--- config.mk ---
export PLATFORM = sky130hd
export DESIGN_NAME = ues_status_cmd
export DESIGN_NICKNAME = d
export VERILOG_FILES = /design/src/core/ues_pkg.sv /design/src/core/ues_stat_mem.sv /design/src/core/ues_status_cmd.sv
export VERILOG_INCLUDE_DIRS = /design/src /design/src/core
export SDC_FILE = /design/constraint.sdc
export NUM_CORES = 1
export LEC_CHECK = 0
export ABC_AREA = 0
export BUFFER_PORTS_ARGS = -buffer_cell sky130_fd_sc_hd__buf_4
export CORE_UTILIZATION = 43
export CTS_BUF_LIST = sky130_fd_sc_hd__clkbuf_4
export DETAILED_ROUTE_END_ITERATION = 10
export GPL_TIMING_DRIVEN = 0
export PLACE_DENSITY_LB_ADDON = 0.1
export SLEW_MARGIN = 20
export SYNTH_ARGS = -nofsm -noshare
export SYNTH_HDL_FRONTEND = slang
export SYNTH_SLANG_ARGS = --single-unit
--- constraint.sdc ---
create_clock -name clk -period 3.8 [get_ports clk]
set_input_delay 0.57 -clock clk [delete_from_list [all_inputs] [get_ports clk]]
set_output_delay 0.57 -clock clk [all_outputs]
set_load 0.02 [all_outputs]
--- src/core/ues_cfg.svh ---
// command codes, field positions, reset values and counts of the status command block
`ifndef UES_CFG_SVH
`define UES_CFG_SVH

`define UES_CMD_READ_FLAGS   8'hF4
`define UES_CMD_SELECT_BASE  8'h00
`define UES_CMD_LAST_BASE    8'h40
`define UES_NUM_EP           6
`define UES_FLAG_BUS_RESET   6
`define UES_FLAG_SUSPEND     7
`define UES_FLAGS_RESET      8'h00
`define UES_STAT_RESET       8'h00
`define UES_STAT_OK          0
`define UES_STAT_ERR_LSB     1
`define UES_STAT_SETUP       5
`define UES_STAT_TOGGLE      6
`define UES_STAT_OVERRUN     7
`define UES_SEL_FULL         0
`define UES_SEL_STALL        1
`define UES_MISSED_SOF_LIMIT 2'h3
// positions inside the synchronised pin vector
`define UES_PIN_WR           0
`define UES_PIN_RD           1
`define UES_PIN_CS           2
`define UES_PIN_A0           3
`define UES_PIN_EOT          4
`define UES_PIN_W            13

`endif

--- src/core/ues_pkg.sv ---
// types shared by the status command block
package ues_pkg;
    typedef enum logic [1:0] {
        UES_RSP_NONE   = 2'b00,
        UES_RSP_FLAGS  = 2'b01,
        UES_RSP_SELECT = 2'b10,
        UES_RSP_LAST   = 2'b11
    } ues_rsp_t;
endpackage

--- src/core/ues_stat_mem.sv ---
// small per-endpoint memory for last-transaction status words
`timescale 1ns/1ps
module ues_stat_mem #(
    parameter int WIDTH = 8,
    parameter int DEPTH = 6,
    parameter int AW    = 3
) (
    input  wire logic             clk,
    input  wire logic             rst_n,
    input  wire logic             we,
    input  wire logic [AW-1:0]    waddr,
    input  wire logic [WIDTH-1:0] wdata,
    input  wire logic [AW-1:0]    raddr,
    output logic      [WIDTH-1:0] rdata_q
);
    logic [WIDTH-1:0] mem_q [DEPTH];
    logic [WIDTH-1:0] rdata_d;

    initial begin
        if (DEPTH > (1 << AW) || DEPTH < 1) begin
            $error("ues_stat_mem: DEPTH does not fit AW");
        end
    end

    // out-of-range read gives zero rather than garbage
    always_comb begin
        rdata_d = '0;
        if (int'(raddr) < DEPTH) begin
            rdata_d = mem_q[raddr];
        end
    end

    // words start cleared so a status read before any transfer shows zero
    always_ff @(posedge clk or negedge rst_n) begin
        if (!rst_n) begin
            for (int i = 0; i < DEPTH; i++) begin
                mem_q[i] <= '0;
            end
            rdata_q <= '0;
        end else begin
            if (we && int'(waddr) < DEPTH) begin
                mem_q[waddr] <= wdata;
            end
            rdata_q <= rdata_d;
        end
    end
endmodule

--- src/core/ues_status_cmd.sv ---
// status and event reporting command interpreter behind the 8-bit parallel bus
// Summary of operation
// - low flag bits 0..5 mark events of endpoint indexes 0..5, zero at reset
// - endpoint flag survives flag reads, clears only on its last-status command write
// - low flag bit 6 marks bus reset, clears after flag register read
// - low flag bit 7 marks suspend entry after three missed frames, and exit
// - high flag bit 0 marks end of dma, clears when read; others reserved
// - command equal to endpoint index selects it; status read is optional
// - select status bit 0 reads one when the endpoint buffer holds data
// - select status bit 1 reads one when the endpoint is stalled
// - command 40h plus index returns that endpoint's last-transaction status
// - status bit 0 reads one when the last transfer succeeded
// - status bits 4..1 carry the four-bit transfer error code
// - status bit 5 reads one when the last packet carried a setup token
// - status bit 6 gives data toggle, zero data0, one data1
// - status bit 7 marks that an unread status was overwritten
// - interrupt output asserts while any flag bit is set
// - end-of-transfer pin ends dma, clears dma enable and raises dma flag
`timescale 1ns/1ps
`include "ues_cfg.svh"
module ues_status_cmd #(
    parameter int NUM_EP = `UES_NUM_EP
) (
    input  wire logic       clk,
    input  wire logic       rst_n,
    input  wire logic [7:0] bus_data_in,
    output logic      [7:0] bus_data_out,
    output logic            bus_data_oe_n,
    input  wire logic       bus_a0,
    input  wire logic       bus_cs_n,
    input  wire logic       bus_rd_n,
    input  wire logic       bus_wr_n,
    output logic            int_n,
    input  wire logic       int_pin_mode_sof,
    input  wire logic [5:0] ep_full,
    input  wire logic [5:0] ep_stall,
    input  wire logic       xfer_done,
    input  wire logic [2:0] xfer_ep,
    input  wire logic       xfer_ok,
    input  wire logic [3:0] xfer_err,
    input  wire logic       xfer_setup,
    input  wire logic       xfer_toggle,
    input  wire logic       usb_bus_reset,
    input  wire logic       frame_tick,
    input  wire logic       sof_seen,
    output logic            usb_suspended,
    input  wire logic       dma_start,
    input  wire logic       transfer_end_in_n,
    output logic            dma_enable
);
    import ues_pkg::*;

    initial begin
        if (NUM_EP != `UES_NUM_EP) begin
            $error("ues_status_cmd: only six endpoint indexes are served");
        end
    end

    // pins and their synchronisers
    logic [`UES_PIN_W-1:0] sync1_q, sync2_q, prev_q;
    logic [`UES_PIN_W-1:0] pins;
    logic                  cs_act, wr_rise, rd_fall, rd_rise, eot_fall;
    logic [7:0]            cmd_byte;

    // control state
    ues_rsp_t   kind_q, kind_d;
    logic [2:0] ep_sel_q, ep_sel_d;
    logic       idx_q, idx_d;
    logic [7:0] flags_q, flags_d;
    logic       dma_flag_q, dma_flag_d;
    logic [5:0] unread_q, unread_d;
    logic [1:0] miss_q, miss_d;
    logic       susp_q, susp_d;
    logic       sof_hit_q, sof_hit_d;
    logic       dma_en_q, dma_en_d;
    logic [7:0] dout_q, dout_d;
    logic       oe_n_q, oe_n_d;
    logic       int_n_q, int_n_d;
    logic [5:0] last_clr;
    logic [7:0] stat_wdata, stat_rdata;

    function automatic logic [5:0] ep_onehot(input logic [2:0] ep);
        logic [5:0] v;
        v = '0;
        if (int'(ep) < `UES_NUM_EP) begin
            v[ep] = 1'b1;
        end
        return v;
    endfunction

    assign pins = {bus_data_in, transfer_end_in_n, bus_a0, bus_cs_n, bus_rd_n, bus_wr_n};

    // two flops on every pin, edges judged on the second only
    always_ff @(posedge clk or negedge rst_n) begin
        if (!rst_n) begin
            sync1_q <= {8'h00, 5'h1F};
            sync2_q <= {8'h00, 5'h1F};
            prev_q  <= {8'h00, 5'h1F};
        end else begin
            sync1_q <= pins;
            sync2_q <= sync1_q;
            prev_q  <= sync2_q;
        end
    end

    assign cs_act   = ~sync2_q[`UES_PIN_CS];
    assign wr_rise  = cs_act & sync2_q[`UES_PIN_WR] & ~prev_q[`UES_PIN_WR];
    assign rd_fall  = cs_act & ~sync2_q[`UES_PIN_RD] & prev_q[`UES_PIN_RD];
    assign rd_rise  = sync2_q[`UES_PIN_RD] & ~prev_q[`UES_PIN_RD];
    assign eot_fall = ~sync2_q[`UES_PIN_EOT] & prev_q[`UES_PIN_EOT];
    // data taken at the end of the write strobe, when it has long settled
    assign cmd_byte = sync2_q[`UES_PIN_W-1:`UES_PIN_W-8];

    // status word: overrun bit tracks a still-unread previous word
    assign stat_wdata = {unread_q[xfer_ep], xfer_toggle, xfer_setup, xfer_err, xfer_ok};

    ues_stat_mem #(
        .WIDTH (8),
        .DEPTH (`UES_NUM_EP),
        .AW    (3)
    ) u_stat_mem (
        .clk     (clk),
        .rst_n   (rst_n),
        .we      (xfer_done),
        .waddr   (xfer_ep),
        .wdata   (stat_wdata),
        .raddr   (ep_sel_q),
        .rdata_q (stat_rdata)
    );

    // command decode, flags, suspend tracking, dma and the read port
    always_comb begin
        kind_d     = kind_q;
        ep_sel_d   = ep_sel_q;
        idx_d      = idx_q;
        flags_d    = flags_q;
        dma_flag_d = dma_flag_q;
        unread_d   = unread_q;
        miss_d     = miss_q;
        susp_d     = susp_q;
        sof_hit_d  = sof_hit_q;
        dma_en_d   = dma_en_q;
        dout_d     = dout_q;
        oe_n_d     = oe_n_q;
        last_clr   = '0;

        // a0 high marks a command; data writes are not used by these commands
        if (wr_rise && sync2_q[`UES_PIN_A0]) begin
            idx_d = 1'b0;
            if (cmd_byte == `UES_CMD_READ_FLAGS) begin
                kind_d = UES_RSP_FLAGS;
            end else if (cmd_byte < `UES_CMD_SELECT_BASE + 8'(`UES_NUM_EP)) begin
                kind_d   = UES_RSP_SELECT;
                ep_sel_d = cmd_byte[2:0];
            end else if (cmd_byte >= `UES_CMD_LAST_BASE &&
                         cmd_byte < `UES_CMD_LAST_BASE + 8'(`UES_NUM_EP)) begin
                kind_d   = UES_RSP_LAST;
                ep_sel_d = cmd_byte[2:0];
                last_clr = ep_onehot(cmd_byte[2:0]);
            end else begin
                kind_d = UES_RSP_NONE;
            end
        end

        // last-status command write clears the flag and the unread mark; a new event wins
        flags_d[5:0] = flags_q[5:0] & ~last_clr;
        unread_d     = unread_q & ~last_clr;

        // read strobe: present the byte while low, release on rise
        if (rd_fall && !sync2_q[`UES_PIN_A0]) begin
            oe_n_d = 1'b0;
            case (kind_q)
                UES_RSP_FLAGS: begin
                    if (!idx_q) begin
                        dout_d = flags_q;
                        flags_d[`UES_FLAG_BUS_RESET] = 1'b0;
                        flags_d[`UES_FLAG_SUSPEND]   = 1'b0;
                    end else begin
                        dout_d     = {7'h00, dma_flag_q};
                        dma_flag_d = 1'b0;
                    end
                end
                UES_RSP_SELECT: begin
                    dout_d = {6'h00, ep_stall[ep_sel_q], ep_full[ep_sel_q]};
                end
                UES_RSP_LAST: begin
                    dout_d = stat_rdata;
                end
                default: begin
                    dout_d = 8'h00;
                end
            endcase
        end else if (rd_rise || !cs_act) begin
            oe_n_d = 1'b1;
            if (rd_rise && !oe_n_q) begin
                idx_d = 1'b1;
            end
        end

        // frame counting; a frame with any sof resets the miss count
        if (frame_tick) begin
            if (sof_hit_q || sof_seen) begin
                miss_d = 2'h0;
            end else if (miss_q != `UES_MISSED_SOF_LIMIT) begin
                miss_d = miss_q + 2'h1;
            end
            sof_hit_d = 1'b0;
        end else if (sof_seen) begin
            sof_hit_d = 1'b1;
        end
        if (!susp_q && frame_tick && !(sof_hit_q || sof_seen) &&
            miss_q == `UES_MISSED_SOF_LIMIT - 2'h1) begin
            susp_d = 1'b1;
            flags_d[`UES_FLAG_SUSPEND] = 1'b1;
        end else if (susp_q && sof_seen) begin
            susp_d = 1'b0;
            miss_d = 2'h0;
            flags_d[`UES_FLAG_SUSPEND] = 1'b1;
        end

        // hardware events are applied last so set beats clear
        if (usb_bus_reset) begin
            flags_d[`UES_FLAG_BUS_RESET] = 1'b1;
        end
        if (xfer_done) begin
            flags_d[5:0] = flags_d[5:0] | ep_onehot(xfer_ep);
            unread_d     = unread_d | ep_onehot(xfer_ep);
        end

        // end of transfer stops dma only if it was already enabled; a start from idle in that cycle survives
        if (dma_start) begin
            dma_en_d = 1'b1;
        end
        if (eot_fall && dma_en_q) begin
            dma_en_d   = 1'b0;
            dma_flag_d = 1'b1;
        end

        // int follows the registered flags, so it drops one cycle after them
        int_n_d = ~((|flags_q) | dma_flag_q | (int_pin_mode_sof & sof_seen));
    end

    always_ff @(posedge clk or negedge rst_n) begin
        if (!rst_n) begin
            kind_q     <= UES_RSP_NONE;
            ep_sel_q   <= 3'h0;
            idx_q      <= 1'b0;
            flags_q    <= `UES_FLAGS_RESET;
            dma_flag_q <= 1'b0;
            unread_q   <= 6'h00;
            miss_q     <= 2'h0;
            susp_q     <= 1'b0;
            sof_hit_q  <= 1'b0;
            dma_en_q   <= 1'b0;
            dout_q     <= 8'h00;
            oe_n_q     <= 1'b1;
            int_n_q    <= 1'b1;
        end else begin
            kind_q     <= kind_d;
            ep_sel_q   <= ep_sel_d;
            idx_q      <= idx_d;
            flags_q    <= flags_d;
            dma_flag_q <= dma_flag_d;
            unread_q   <= unread_d;
            miss_q     <= miss_d;
            susp_q     <= susp_d;
            sof_hit_q  <= sof_hit_d;
            dma_en_q   <= dma_en_d;
            dout_q     <= dout_d;
            oe_n_q     <= oe_n_d;
            int_n_q    <= int_n_d;
        end
    end

    assign bus_data_out  = dout_q;
    assign bus_data_oe_n = oe_n_q;
    assign int_n         = int_n_q;
    assign usb_suspended = susp_q;
    assign dma_enable    = dma_en_q;
endmodule

=== Word-level counts from Yosys, hierarchy flattened ===
Index checks and enable logic that the tools add are counted.

* Add/subtract/negate cells: 1
* $mul: 0
* Divide/modulo/power cells: 0
* $lt $le $gt $ge: 14
* Eq/ne operators: 8
* Shift-type cells: 0
* Mux-type cells: 60
* Bitwise gates (word level): 23
* Reduce and logical (&&, ||, !) cells: 36

{| class="wikitable"
|+ Operators by type and width
! cell !! number
|-
| two-way mux 6 bit || 9
|-
| bitwise mux 48 bit || 1
|-
| two-way mux 8 bit || 5
|-
| binary-select mux 8 bit (select 3 bit) || 1
|-
| demux 8 bit (select 3 bit) || 1
|-
| two-way mux 1 bit || 24
|-
| case mux 8 bit (3 select lines) || 1
|-
| two-way mux 2 bit || 11
|-
| nonzero test 2 bit || 10
|-
| logical AND 1 bit || 13
|-
| AND 6 bit || 2
|-
| < comparator 3 x 4 -> 1 bit, second input constant || 3
|-
| bitwise OR 6 bit || 2
|-
| AND reduction 3 bit || 4
|-
| binary-select mux 1 bit (select 3 bit) || 3
|-
| < comparator 3 bit, second input constant || 3
|-
| equality test 8 bit, second input constant || 1
|-
| greater-or-equal comparator 4 bit, second input constant || 2
|-
| greater-or-equal comparator 8 x 7 -> 1 bit, second input constant || 1
|-
| < comparator 8 x 3 -> 1 bit, second input constant || 1
|-
| < comparator 8 x 7 -> 1 bit, second input constant || 1
|-
| inverter 3 -> 4 bit || 2
|-
| OR reduction 8 bit || 1
|-
| AND 1 bit || 7
|-
| other kinds (15) || 33
|}

* Register bits: 123
* Bits in latches: 0
* Bits in writable memories: 0
* Bits in read-only memories: 0
* Input bits: 43
* Output and inout port bits: 12
* Logic and storage cells: 167
* Memories kept: 0

=== Logic depth before layout (Yosys ltp) ===
Gate-level depths: netlist of run 1.

* Depth in word-level cells: 13
* Depth in mapped cells: 6

=== Cells and area by module ===
Synthesis of run 1 repeated with hierarchy kept, for this count alone.

* Cells, all modules: 374
* Area total of the unflattened synthesis: 5,079.9 µm²

{| class="wikitable"
|+ By module, submodules not included
! module !! times used !! cells each !! area an instance (µm²)
|-
| ues_status_cmd || 1 || 212 || 2,605.0
|-
| ues_stat_mem || 1 || 162 || 2,474.9
|}

=== Least setup slack after synthesis of run 1 ===
Ideal clock, no wire load.

* Path type: input -> register
* From: in xfer_ep[2]
* To: reg u_stat_mem.mem_q[41] (netlist bit)
* Library setup time: 0.125 ns
* Data arrival time: 1.721 ns
* Required time: 3.675 ns
* Path slack: 1.954 ns
* Stages: 5
* Path buffers: 2
* Cells stage by stage: clkbuf_1 nor2b_1 nor3b_1 buf_2 mux2_2

* Longest elaborated chain between the ends: 6
* Elaborated cells between the ends (all ways): 9
* Classes of those cells: 3 x order compare; 3 x mux; 1 x bitwise; 2 x reduce/logical

{| class="wikitable"
|+ Ends and longest elaborated chain
! what !! line !! source
|-
| from (decl) || ues_status_cmd.sv:38 || <nowiki>input wire logic [2:0] xfer_ep,</nowiki>
|-
| inverter 3 -> 4 bit (not written as such) || ues_stat_mem.sv:42 || <nowiki>mem_q[waddr] <= wdata;</nowiki>
|-
| greater-or-equal comparator 4 bit (not written as such) / < comparator 4 x 1 -> 1 bit (equally long branches) || ues_stat_mem.sv:42 ||
|-
| logical AND 1 bit (not written as such) || ues_stat_mem.sv:42 ||
|-
| two-way mux 8 bit (not written as such) || ues_stat_mem.sv:42 ||
|-
| demux 8 bit (select 3 bit) || ues_stat_mem.sv:42 ||
|-
| bitwise mux 48 bit || ues_stat_mem.sv:42 ||
|-
| to (signal, indexed assignment) || ues_stat_mem.sv:42 ||
|-
| to (decl) || ues_stat_mem.sv:16 || <nowiki>logic [WIDTH-1:0] mem_q [DEPTH];</nowiki>
|}

Parallel ways exist; a longest one is shown, timed or not.
A chain may end at the register's enable or synchronous reset.

=== Worst setup path in the final report of run 1 ===
* From: reg sync2_q[3]
* To: reg unread_q[3]

* Longest elaborated chain between the ends: 6

{| class="wikitable"
|+ Ends and longest elaborated chain
! what !! line !! source
|-
| from (decl) || ues_status_cmd.sv:60 || <nowiki>logic [`UES_PIN_W-1:0] sync1_q, sync2_q, prev_q;</nowiki>
|-
| from (signal assigned) || ues_status_cmd.sv:97 || <nowiki>sync2_q <= {8'h00, 5'h1F};</nowiki>
|-
| from (signal assigned) || ues_status_cmd.sv:101 || <nowiki>sync2_q <= sync1_q;</nowiki>
|-
| logical AND 1 bit * || ues_status_cmd.sv:148 || <nowiki>if (wr_rise && sync2_q[`UES_PIN_A0]) begin</nowiki>
|-
| two-way mux 6 bit * || ues_status_cmd.sv:148 ||
|-
| inverter 6 bit * || ues_status_cmd.sv:167 || <nowiki>unread_d = unread_q & ~last_clr;</nowiki>
|-
| AND 6 bit * || ues_status_cmd.sv:167 ||
|-
| bitwise OR 6 bit || ues_status_cmd.sv:227 || <nowiki>unread_d = unread_d | ep_onehot(xfer_ep);</nowiki>
|-
| two-way mux 6 bit * || ues_status_cmd.sv:225 || <nowiki>if (xfer_done) begin</nowiki>
|-
| named net unread_d[3] || ues_status_cmd.sv:71 || <nowiki>logic [5:0] unread_q, unread_d;</nowiki>
|-
| to (signal assigned) || ues_status_cmd.sv:264 || <nowiki>unread_q <= unread_d;</nowiki>
|-
| to (decl) || ues_status_cmd.sv:71 ||
|}

Mark *: on every way through the listed nets, which the timed path passes. The rest lies on a longest branch.

==> results.md, run 1 <==
* Outcome: complete, no violations
* Routed wire length at 9.803 mm
* CTS Buffer Depth at 2
* Post-route ant nets at 0
* Worst path top cell family by delay: compound AO/OA/AOI/OAI gates
* Yosys cell types at 42
* Vias in the first global route at 3107
* Slew @ Worst Pin at 0.8425 ns
* Crit path DAT at 2.44 ns
* # Post-CTS Setup Buffers at 0
* P_leak at 2.496 nW
* Top FF cell, synth: dfrtp_1
* Overall Global Routing Usage at 0.1891
* Post-route DRC violation count at 0
* Hold WS at 0.1602 ns
* Detailed Routing Iterations Pass 1 at 4
* CP endpoint kind: flop
* Worst vdd ir at 0.1891 mV
* Die area at 11790 um2
* CTS buffer count at 17
* Flop2flop setup slack at 1.75 ns
* Hold Crit Class: input pin to flop
* Setup_tns at 0 ns
* Leading cell types in the layout, fill and taps excluded: dfrtp_1, buf_4, mux2_2
* Core area at 10940 um2
* CTS sink count at 121
* FP Rows at 38
* #FFs+latches synth at 121
* Setup Viol. Count Final at 0
* Worst Hold Path Cells at 1
* Post-DR wirelength/cell at 16.90 um
* Clock root buffer: clkbuf_4
* Register area share after synthesis at 0.6236
* I/O pin count at 55
* Final count of hold timing violations at 0
* Ratio of cells with drive above 1 in the final layout at 0.3795
* CP required at 4.19 ns
* GPL Wtd Cong at 0.7748
* EDFF count, synth at 0
* Fin. max-slew vios at 0
* Initial antenna violation count at 0
* Largest net degree at the start of global routing at 78
* Most common cell after layout, fill and taps aside: dfrtp_1
* Worst-path clk slew at 0.11 ns
* Mapped cell area at 4886 um2
* N_diodes at 0
* Detailed placement HPWL at 6.568 mm
* PortBufs at 51
* Yosys warns at 0
* Clk Latency, worst-skew pair at 0.51 ns
* First-pass GRT wire length at 16.20 mm
* Mean number of vias per cell at 5.264
* Die H at 108.6 um
* Fmax at 0.4888 GHz
* CP max FO at 10
* Max_cap viols at 0
* R2R cell count at 4
* Tmin final at 2.046 ns
* Worst Skew at 0.01490 ns
* Slew HR at 0.4304
* Post-CTS sizing at 0
* Synthesized net count at 398
* H-tree depth at 4
* Hold_sp: bus_data_in[1]
* Fillcell total at 980
* Initial Util at 0.4468
* CP Class: flop to flop
* Hold endpoint: sync1_q[6]
* Period utilisation layout at 0.5383
* Startpoint types: flop
* DR iter-0 viols at 176
* DR vias at 3053
* CP bufs+invs at 0
* Worst r2r dst: unread_q[3]
* Slowest-stage cell, CP: dfstp_2
* Async SR Flop Fraction at 1.000
* FF-to-FF Start: sync2_q[3]
* # nets final at 470
* Avg Inst Size Synth at 13.76 um2
* RSZ-0062 raised after global routing: false
* Post-Syn Instances at 355
* GR Overflow Total at 0
* Critical path's largest stage delay at 0.56 ns
* Die Wd at 108.6 um
* P per Cell Area at 515.8 nW/um2
* Area growth syn-to-layout at 19.00%
* CP cell instances: nand4bb_1 -> a211oi_4 -> nand4_1 -> a21bo_1
* CTS tree: yes
[area by class of cell]
| class | instances | area [um2] | share of cell area |
|---|---|---|---|
| sequential | 121 | 3047 | 0.5240 |
| multi-input combinational | 203 | 1712 | 0.2944 |
| timing repair buffer | 53 | 424.2 | 0.07295 |
| clock inverter | 15 | 201.4 | 0.03465 |
| tap | 140 | 175.2 | 0.03013 |
| clock buffer | 17 | 127.6 | 0.02195 |
| buffer | 19 | 82.58 | 0.01420 |
| inverter | 12 | 45.04 | 0.007747 |
[stage by stage]
stage          instances  total power, mW  instance area, um2  utilization  setup WS [ns]
2_1_floorplan        355            1.851                4886            -          1.954
3_3_place_gp         546            1.996                5444       0.4978          1.621
3_5_place_dp         547            2.017                5475       0.5007          1.628
4_1_cts              580            3.037                5814       0.5317          1.741
5_1_grt              580            3.158                5814       0.5317          1.566
6_report             580            2.999                5814       0.5317          1.754
[how the worst max path moves through the flow]
stage	to	depth (start not counted)	start
floorplan	u_stat_mem.mem_q[41]	5	xfer_ep[2]
global placement	u_stat_mem.mem_q[18]	5	xfer_ep[2]
detailed placement	u_stat_mem.mem_q[20]	5	xfer_ep[2]
CTS	unread_q[5]	4	sync2_q[3]
global route	unread_q[5]	4	sync2_q[3]
finish	unread_q[3]	4	sync2_q[3]
[routing by layer]
metal / share of wire / global-route usage / vias up
li1: - / - / 1442
met1: 0.49 / 0.2642 / 1541
met2: 0.46 / 0.2825 / 66
met3: 0.041 / 0.05124 / 4
met4: 0.0060 / 0.06950 / 0
met5: 0 / 0 / -
[registers in the layout (all words and copies together), names as in the netlist, 2 cells and up]
name / count
ep_sel_q: 3
kind_q: 2
flags_q: 8
unread_q: 6
sync2_q: 13
miss_q: 2
bus_data_out: 8
prev_q: 3
sync1_q: 13
u_stat_mem.mem_q: 48
u_stat_mem.rdata_q: 8
[timing repair]
item / in CTS / in global routing
endpoints found under the hold margin: 35 / 0
endpoints found under the setup margin: 0 / 0
hold buffers: 1 / 0
[kinds of logic (layout without fill, tap and decap cells)]
kind of cell / after synthesis / in the layout / synth area share
muxes: 68 / 68 / 0.1770
AOI/OAI and AO/OA: 65 / 65 / 0.09475
and+or+nand+nor: 70 / 70 / 0.07862
DFF: 121 / 121 / 0.6236
buffers and inverters: 31 / 116 / 0.02612
[Yosys cell counts (2+ instances only)]
cell type | number | share of area
dfrtp_1 | 106 | 0.54
mux2_2 | 47 | 0.11
nor2_1 | 19 | 0.015
dfstp_2 | 15 | 0.081
nand2_1 | 13 | 0.010
a21oi_1 | 12 | 0.012
inv_1 | 12 | 0.0092
clkbuf_1 | 11 | 0.0085
mux2i_1 | 11 | 0.023
mux4_2 | 10 | 0.046
o22ai_1 | 10 | 0.013
a21o_1 | 9 | 0.014
a22o_1 | 7 | 0.013
buf_2 | 6 | 0.0061
o21ai_0 | 6 | 0.0061
a22oi_1 | 5 | 0.0077
nand3_1 | 5 | 0.0051
nor2b_1 | 5 | 0.0064
a21bo_1 | 4 | 0.0082
a31oi_1 | 4 | 0.0051
nand3b_1 | 4 | 0.0061
nand4b_1 | 4 | 0.0072
nand2b_1 | 3 | 0.0038
nor3_1 | 3 | 0.0031
nor3b_1 | 3 | 0.0046
nor4_1 | 3 | 0.0038
and3b_1 | 2 | 0.0036
nand4_1 | 2 | 0.0026
[where the power goes]
part | total [mW] | internal (mW) | switching [mW] | leakage, nW
Clock | 1.01 | 0.524 | 0.489 | 0.168
Combinational | 0.419 | 0.234 | 0.185 | 0.927
Sequential | 1.57 | 1.47 | 0.0935 | 1.40
Total | 3.00 | 2.23 | 0.768 | 2.50
Note: power is estimated with default switching activity, not from simulation.
==> inputs of run 2 (changes only) <==
Settings changed: ABC_AREA 0 to 1.
Clock period 3.8 ns to 1.9 ns, I/O delays scaled along.
==> run 2 against run 1 <==
Against the previous run: largest cell class unchanged; highest routed layer unchanged; clock skew down 0.00052 ns; total power up 93%; hold slack worse by 0.092 ns; register-to-register slack worse by 1.5 ns.
==> results.md, run 2 <==
* FP Rows at 38 (unchanged)
* Flop pwr share at 0.539 (+0.016)
* Overall Power at 5.803 mW (+93%)
* DR vias at 3843 (+26%)
* CTS tree: yes
* Core area at 11080 um2 (+1.3%)
* Sw frac at 0.3043 (+0.04837)
* Share of the synthesized area in the top cell type at 0.5324 (-0.01050)
* CTS buffer count at 17 (unchanged)
* Most frequent cells after synthesis: nand2_1, dfrtp_1, o21ai_1
* Yosys warns at 0 (unchanged)
* I/O pin count at 55 (unchanged)
* CTS Buffer Depth at 2 (unchanged)
* Fmax at 0.6140 GHz (+26%)
* Initial Util at 0.4497 (+0.002944)
* Post-route DRC violation count at 0 (unchanged)
* CTS sink count at 121 (unchanged)
* Synthesized net count at 556 (+40%)
* Net Sw Power at 1.766 mW (+130%)
* Overall Global Routing Usage at 0.2174 (+0.02831)
* CP required at 2.39 ns (-1.80 ns)
* Clock root buffer: clkbuf_4
* Comb pwr share at 0.174 (+0.034)
* Largest net degree at the start of global routing at 85 (+9.0%)
* Detailed Routing Iterations Pass 1 at 5 (+1)
* Worst Skew at 0.01438 ns (-0.0005222 ns)
* Worst vdd ir at 0.5044 mV (+170%)
* Finished Cell Area at 6057 um2 (+4.2%)
* GR Overflow Total at 0 (unchanged)
* Async SR Flop Fraction at 1.000 (unchanged)
* Internal at 4.037 mW (+81%)
* Largest cells by area after synthesis: dfrtp_1, nand2_1, dfstp_2
* FF-to-FF Start: flags_q[3]
* Die Wd at 109.6 um (+0.96%)
* Clk pwr share at 0.287 (-0.051)
* Area growth syn-to-layout at 21.57%
* DR iter-0 viols at 250 (+42%)
* Post-Syn Instances at 513 (+45%)
* Die H at 109.6 um (+0.96%)
* R2R cell count at 4 (unchanged)
* Initial antenna violation count at 1 (+1)
* Ratio of cells with drive above 1 in the final layout at 0.2435 (-0.1360)
* Tmin final at 1.629 ns (-0.4170 ns)
* P per Cell Area at 958.1 nW/um2 (+86%)
* Yosys cell types at 34 (-19%)
* Mapped cell area at 4982 um2 (+2.0%)
* H-tree depth at 4 (unchanged)
* PortBufs at 53 (+3.9%)
* Die area at 12020 um2 (+1.9%)
* Worst r2r dst: int_n
* Most frequent cell after synthesis: nand2_1
* #FFs+latches synth at 121 (unchanged)
* Post-DR wirelength/cell at 14.86 um (-12%)
* Max_cap viols at 0 (unchanged)
* Setup_tns at 0 ns (unchanged)
* Slew @ Worst Pin at 0.5380 ns (-0.3045 ns)
* Flop2flop setup slack at 0.27 ns (-1.48 ns)
* GPL Wtd Cong at 0.7906 (+2.0%)
* CP endpoint kind: flop
* Hold_sp: xfer_err[0]
* Hold Crit Class: input pin to flop
* Final count of hold timing violations at 0 (unchanged)
* EDFF count, synth at 0 (unchanged)
* Max reg flops at 48 (unchanged)
* RSZ-0062 raised after global routing: false
* Worst Hold Path Cells at 3 (+2)
* # Post-CTS Setup Buffers at 0 (unchanged)
* Worst-path clk slew at 0.12 ns (about the same)
* Slew HR at 0.6414 (+0.2109)
* Vias in the first global route at 3794 (+22%)
* Fillcell total at 1031 (+5.2%)
* Startpoint types: flop
* Post-route ant nets at 0 (unchanged)
* Top Registers: u_stat_mem.mem_q: 48 flops, sync1_q: 13 flops, sync2_q: 13 flops
* Hold endpoint: u_stat_mem.mem_q[41]
* Hold bufs inserted after CTS at 21 (+20)
* P_leak at 2.983 nW (+20%)
* Detailed placement HPWL at 7.687 mm (+17%)
* Clk Latency, worst-skew pair at 0.54 ns (+0.03 ns)
* Mean number of vias per cell at 5.050 (-4.1%)
* CP Class: flop to flop
* Register area share after synthesis at 0.6115 (-0.01206)
* Crit path DAT at 2.12 ns (-0.32 ns)
* Post-placement cell area at 5587 um2 (+2.0%)
* Avg Inst Size Synth at 9.712 um2 (-29%)
* Top FF cell, synth: dfrtp_1
* Leading cell types in the layout, fill and taps excluded: nand2_1, dfrtp_1, o21ai_1
* Outcome: complete, no violations
* Setup Viol. Count Final at 0 (unchanged)
* CP max FO at 3 (-7)
* Period utilisation layout at 0.8572 (+0.3189)
* Synth area leader: dfrtp_1
* Reg with most FFs: u_stat_mem.mem_q
* First-pass GRT wire length at 18.86 mm (+16%)
* # nets final at 650 (+38%)
* Fin. max-slew vios at 0 (unchanged)
* Routed wire length at 11.31 mm (+15%)
* Most common cell after layout, fill and taps aside: nand2_1
* Post-CTS sizing at 0 (unchanged)
-- run 2: per-stage QoR --
step,hold WS (ns),util,worst slack [ns],cells
4_1_cts,0.03763,0.5465,0.2361,760
2_1_floorplan,-0.01059,-,0.6459,513
6_report,0.06785,0.5468,0.2713,761
5_1_grt,0.05683,0.5468,0.1456,761
3_5_place_dp,0.2125,0.5043,0.4116,707
3_3_place_gp,0.3344,0.5015,0.2607,706
-- run 2: worst max path at each step --
| stage | startpoint | end | slack [ns] | depth (start not counted) |
|---|---|---|---|---|
| global route | flags_q[3] | int_n | 0.15 | 4 |
| finish | flags_q[3] | int_n | 0.27 | 4 |
| detailed placement | sync2_q[0] | unread_q[2] | 0.41 | 6 |
| CTS | flags_q[3] | int_n | 0.24 | 4 |
| global placement | rst_n | u_stat_mem.mem_q[32] | 0.26 | 1 |
| floorplan | sync2_q[3] | flags_q[0] | 0.65 | 6 |
-- run 2: metal layers --
metal  vias to the layer above  wire (um)  track usage
li1                       1890          -            -
met1                      1840       5419       0.2938
met2                        92       5131       0.3306
met3                        21        545      0.05809
met4                         0        214      0.09429
met5                         -          0            0
-- run 2: layout make-up --
type | instances | area (um2) | share of cell area
Sequential cell | 121 | 3047 | 0.5030
Multi-Input combinational cell | 334 | 1647 | 0.2718
Timing Repair Buffer | 75 | 639.4 | 0.1056
Tap cell | 140 | 175.2 | 0.02892
Inverter | 41 | 156.4 | 0.02582
Clock buffer | 18 | 135.1 | 0.02231
Buffer | 17 | 132.6 | 0.02190
Clock inverter | 14 | 122.6 | 0.02024
Antenna cell | 1 | 2.502 | 0.0004131
-- run 2: cells by family after synthesis --
kind of cell | after synthesis | synth area share
compound gates | 122 | 0.1419
flops | 121 | 0.6115
simple gates | 212 | 0.1886
buf+inv | 58 | 0.05801
-- run 2: worst max-delay path, stage by stage, from the launching register on --
cell           delay, ns
dfrtp_1             0.42
nor4_1              0.33
nand3_1             0.14
a21oi_1             0.13
dlygate4sd3_1       0.55
-- run 2: power groups by stage --
| stage | Sequential [mW] | Clock, mW | Combinational (mW) |
|---|---|---|---|
| final | 3.13 | 1.67 | 1.01 |
| after global routing | 3.17 | 1.84 | 1.15 |
| after CTS | 3.13 | 1.73 | 1.02 |
| after detailed placement | 3.17 | 0 | 0.987 |
| after global placement | 3.16 | 0 | 0.957 |
| after floorplan | 3.19 | 0 | 0.564 |
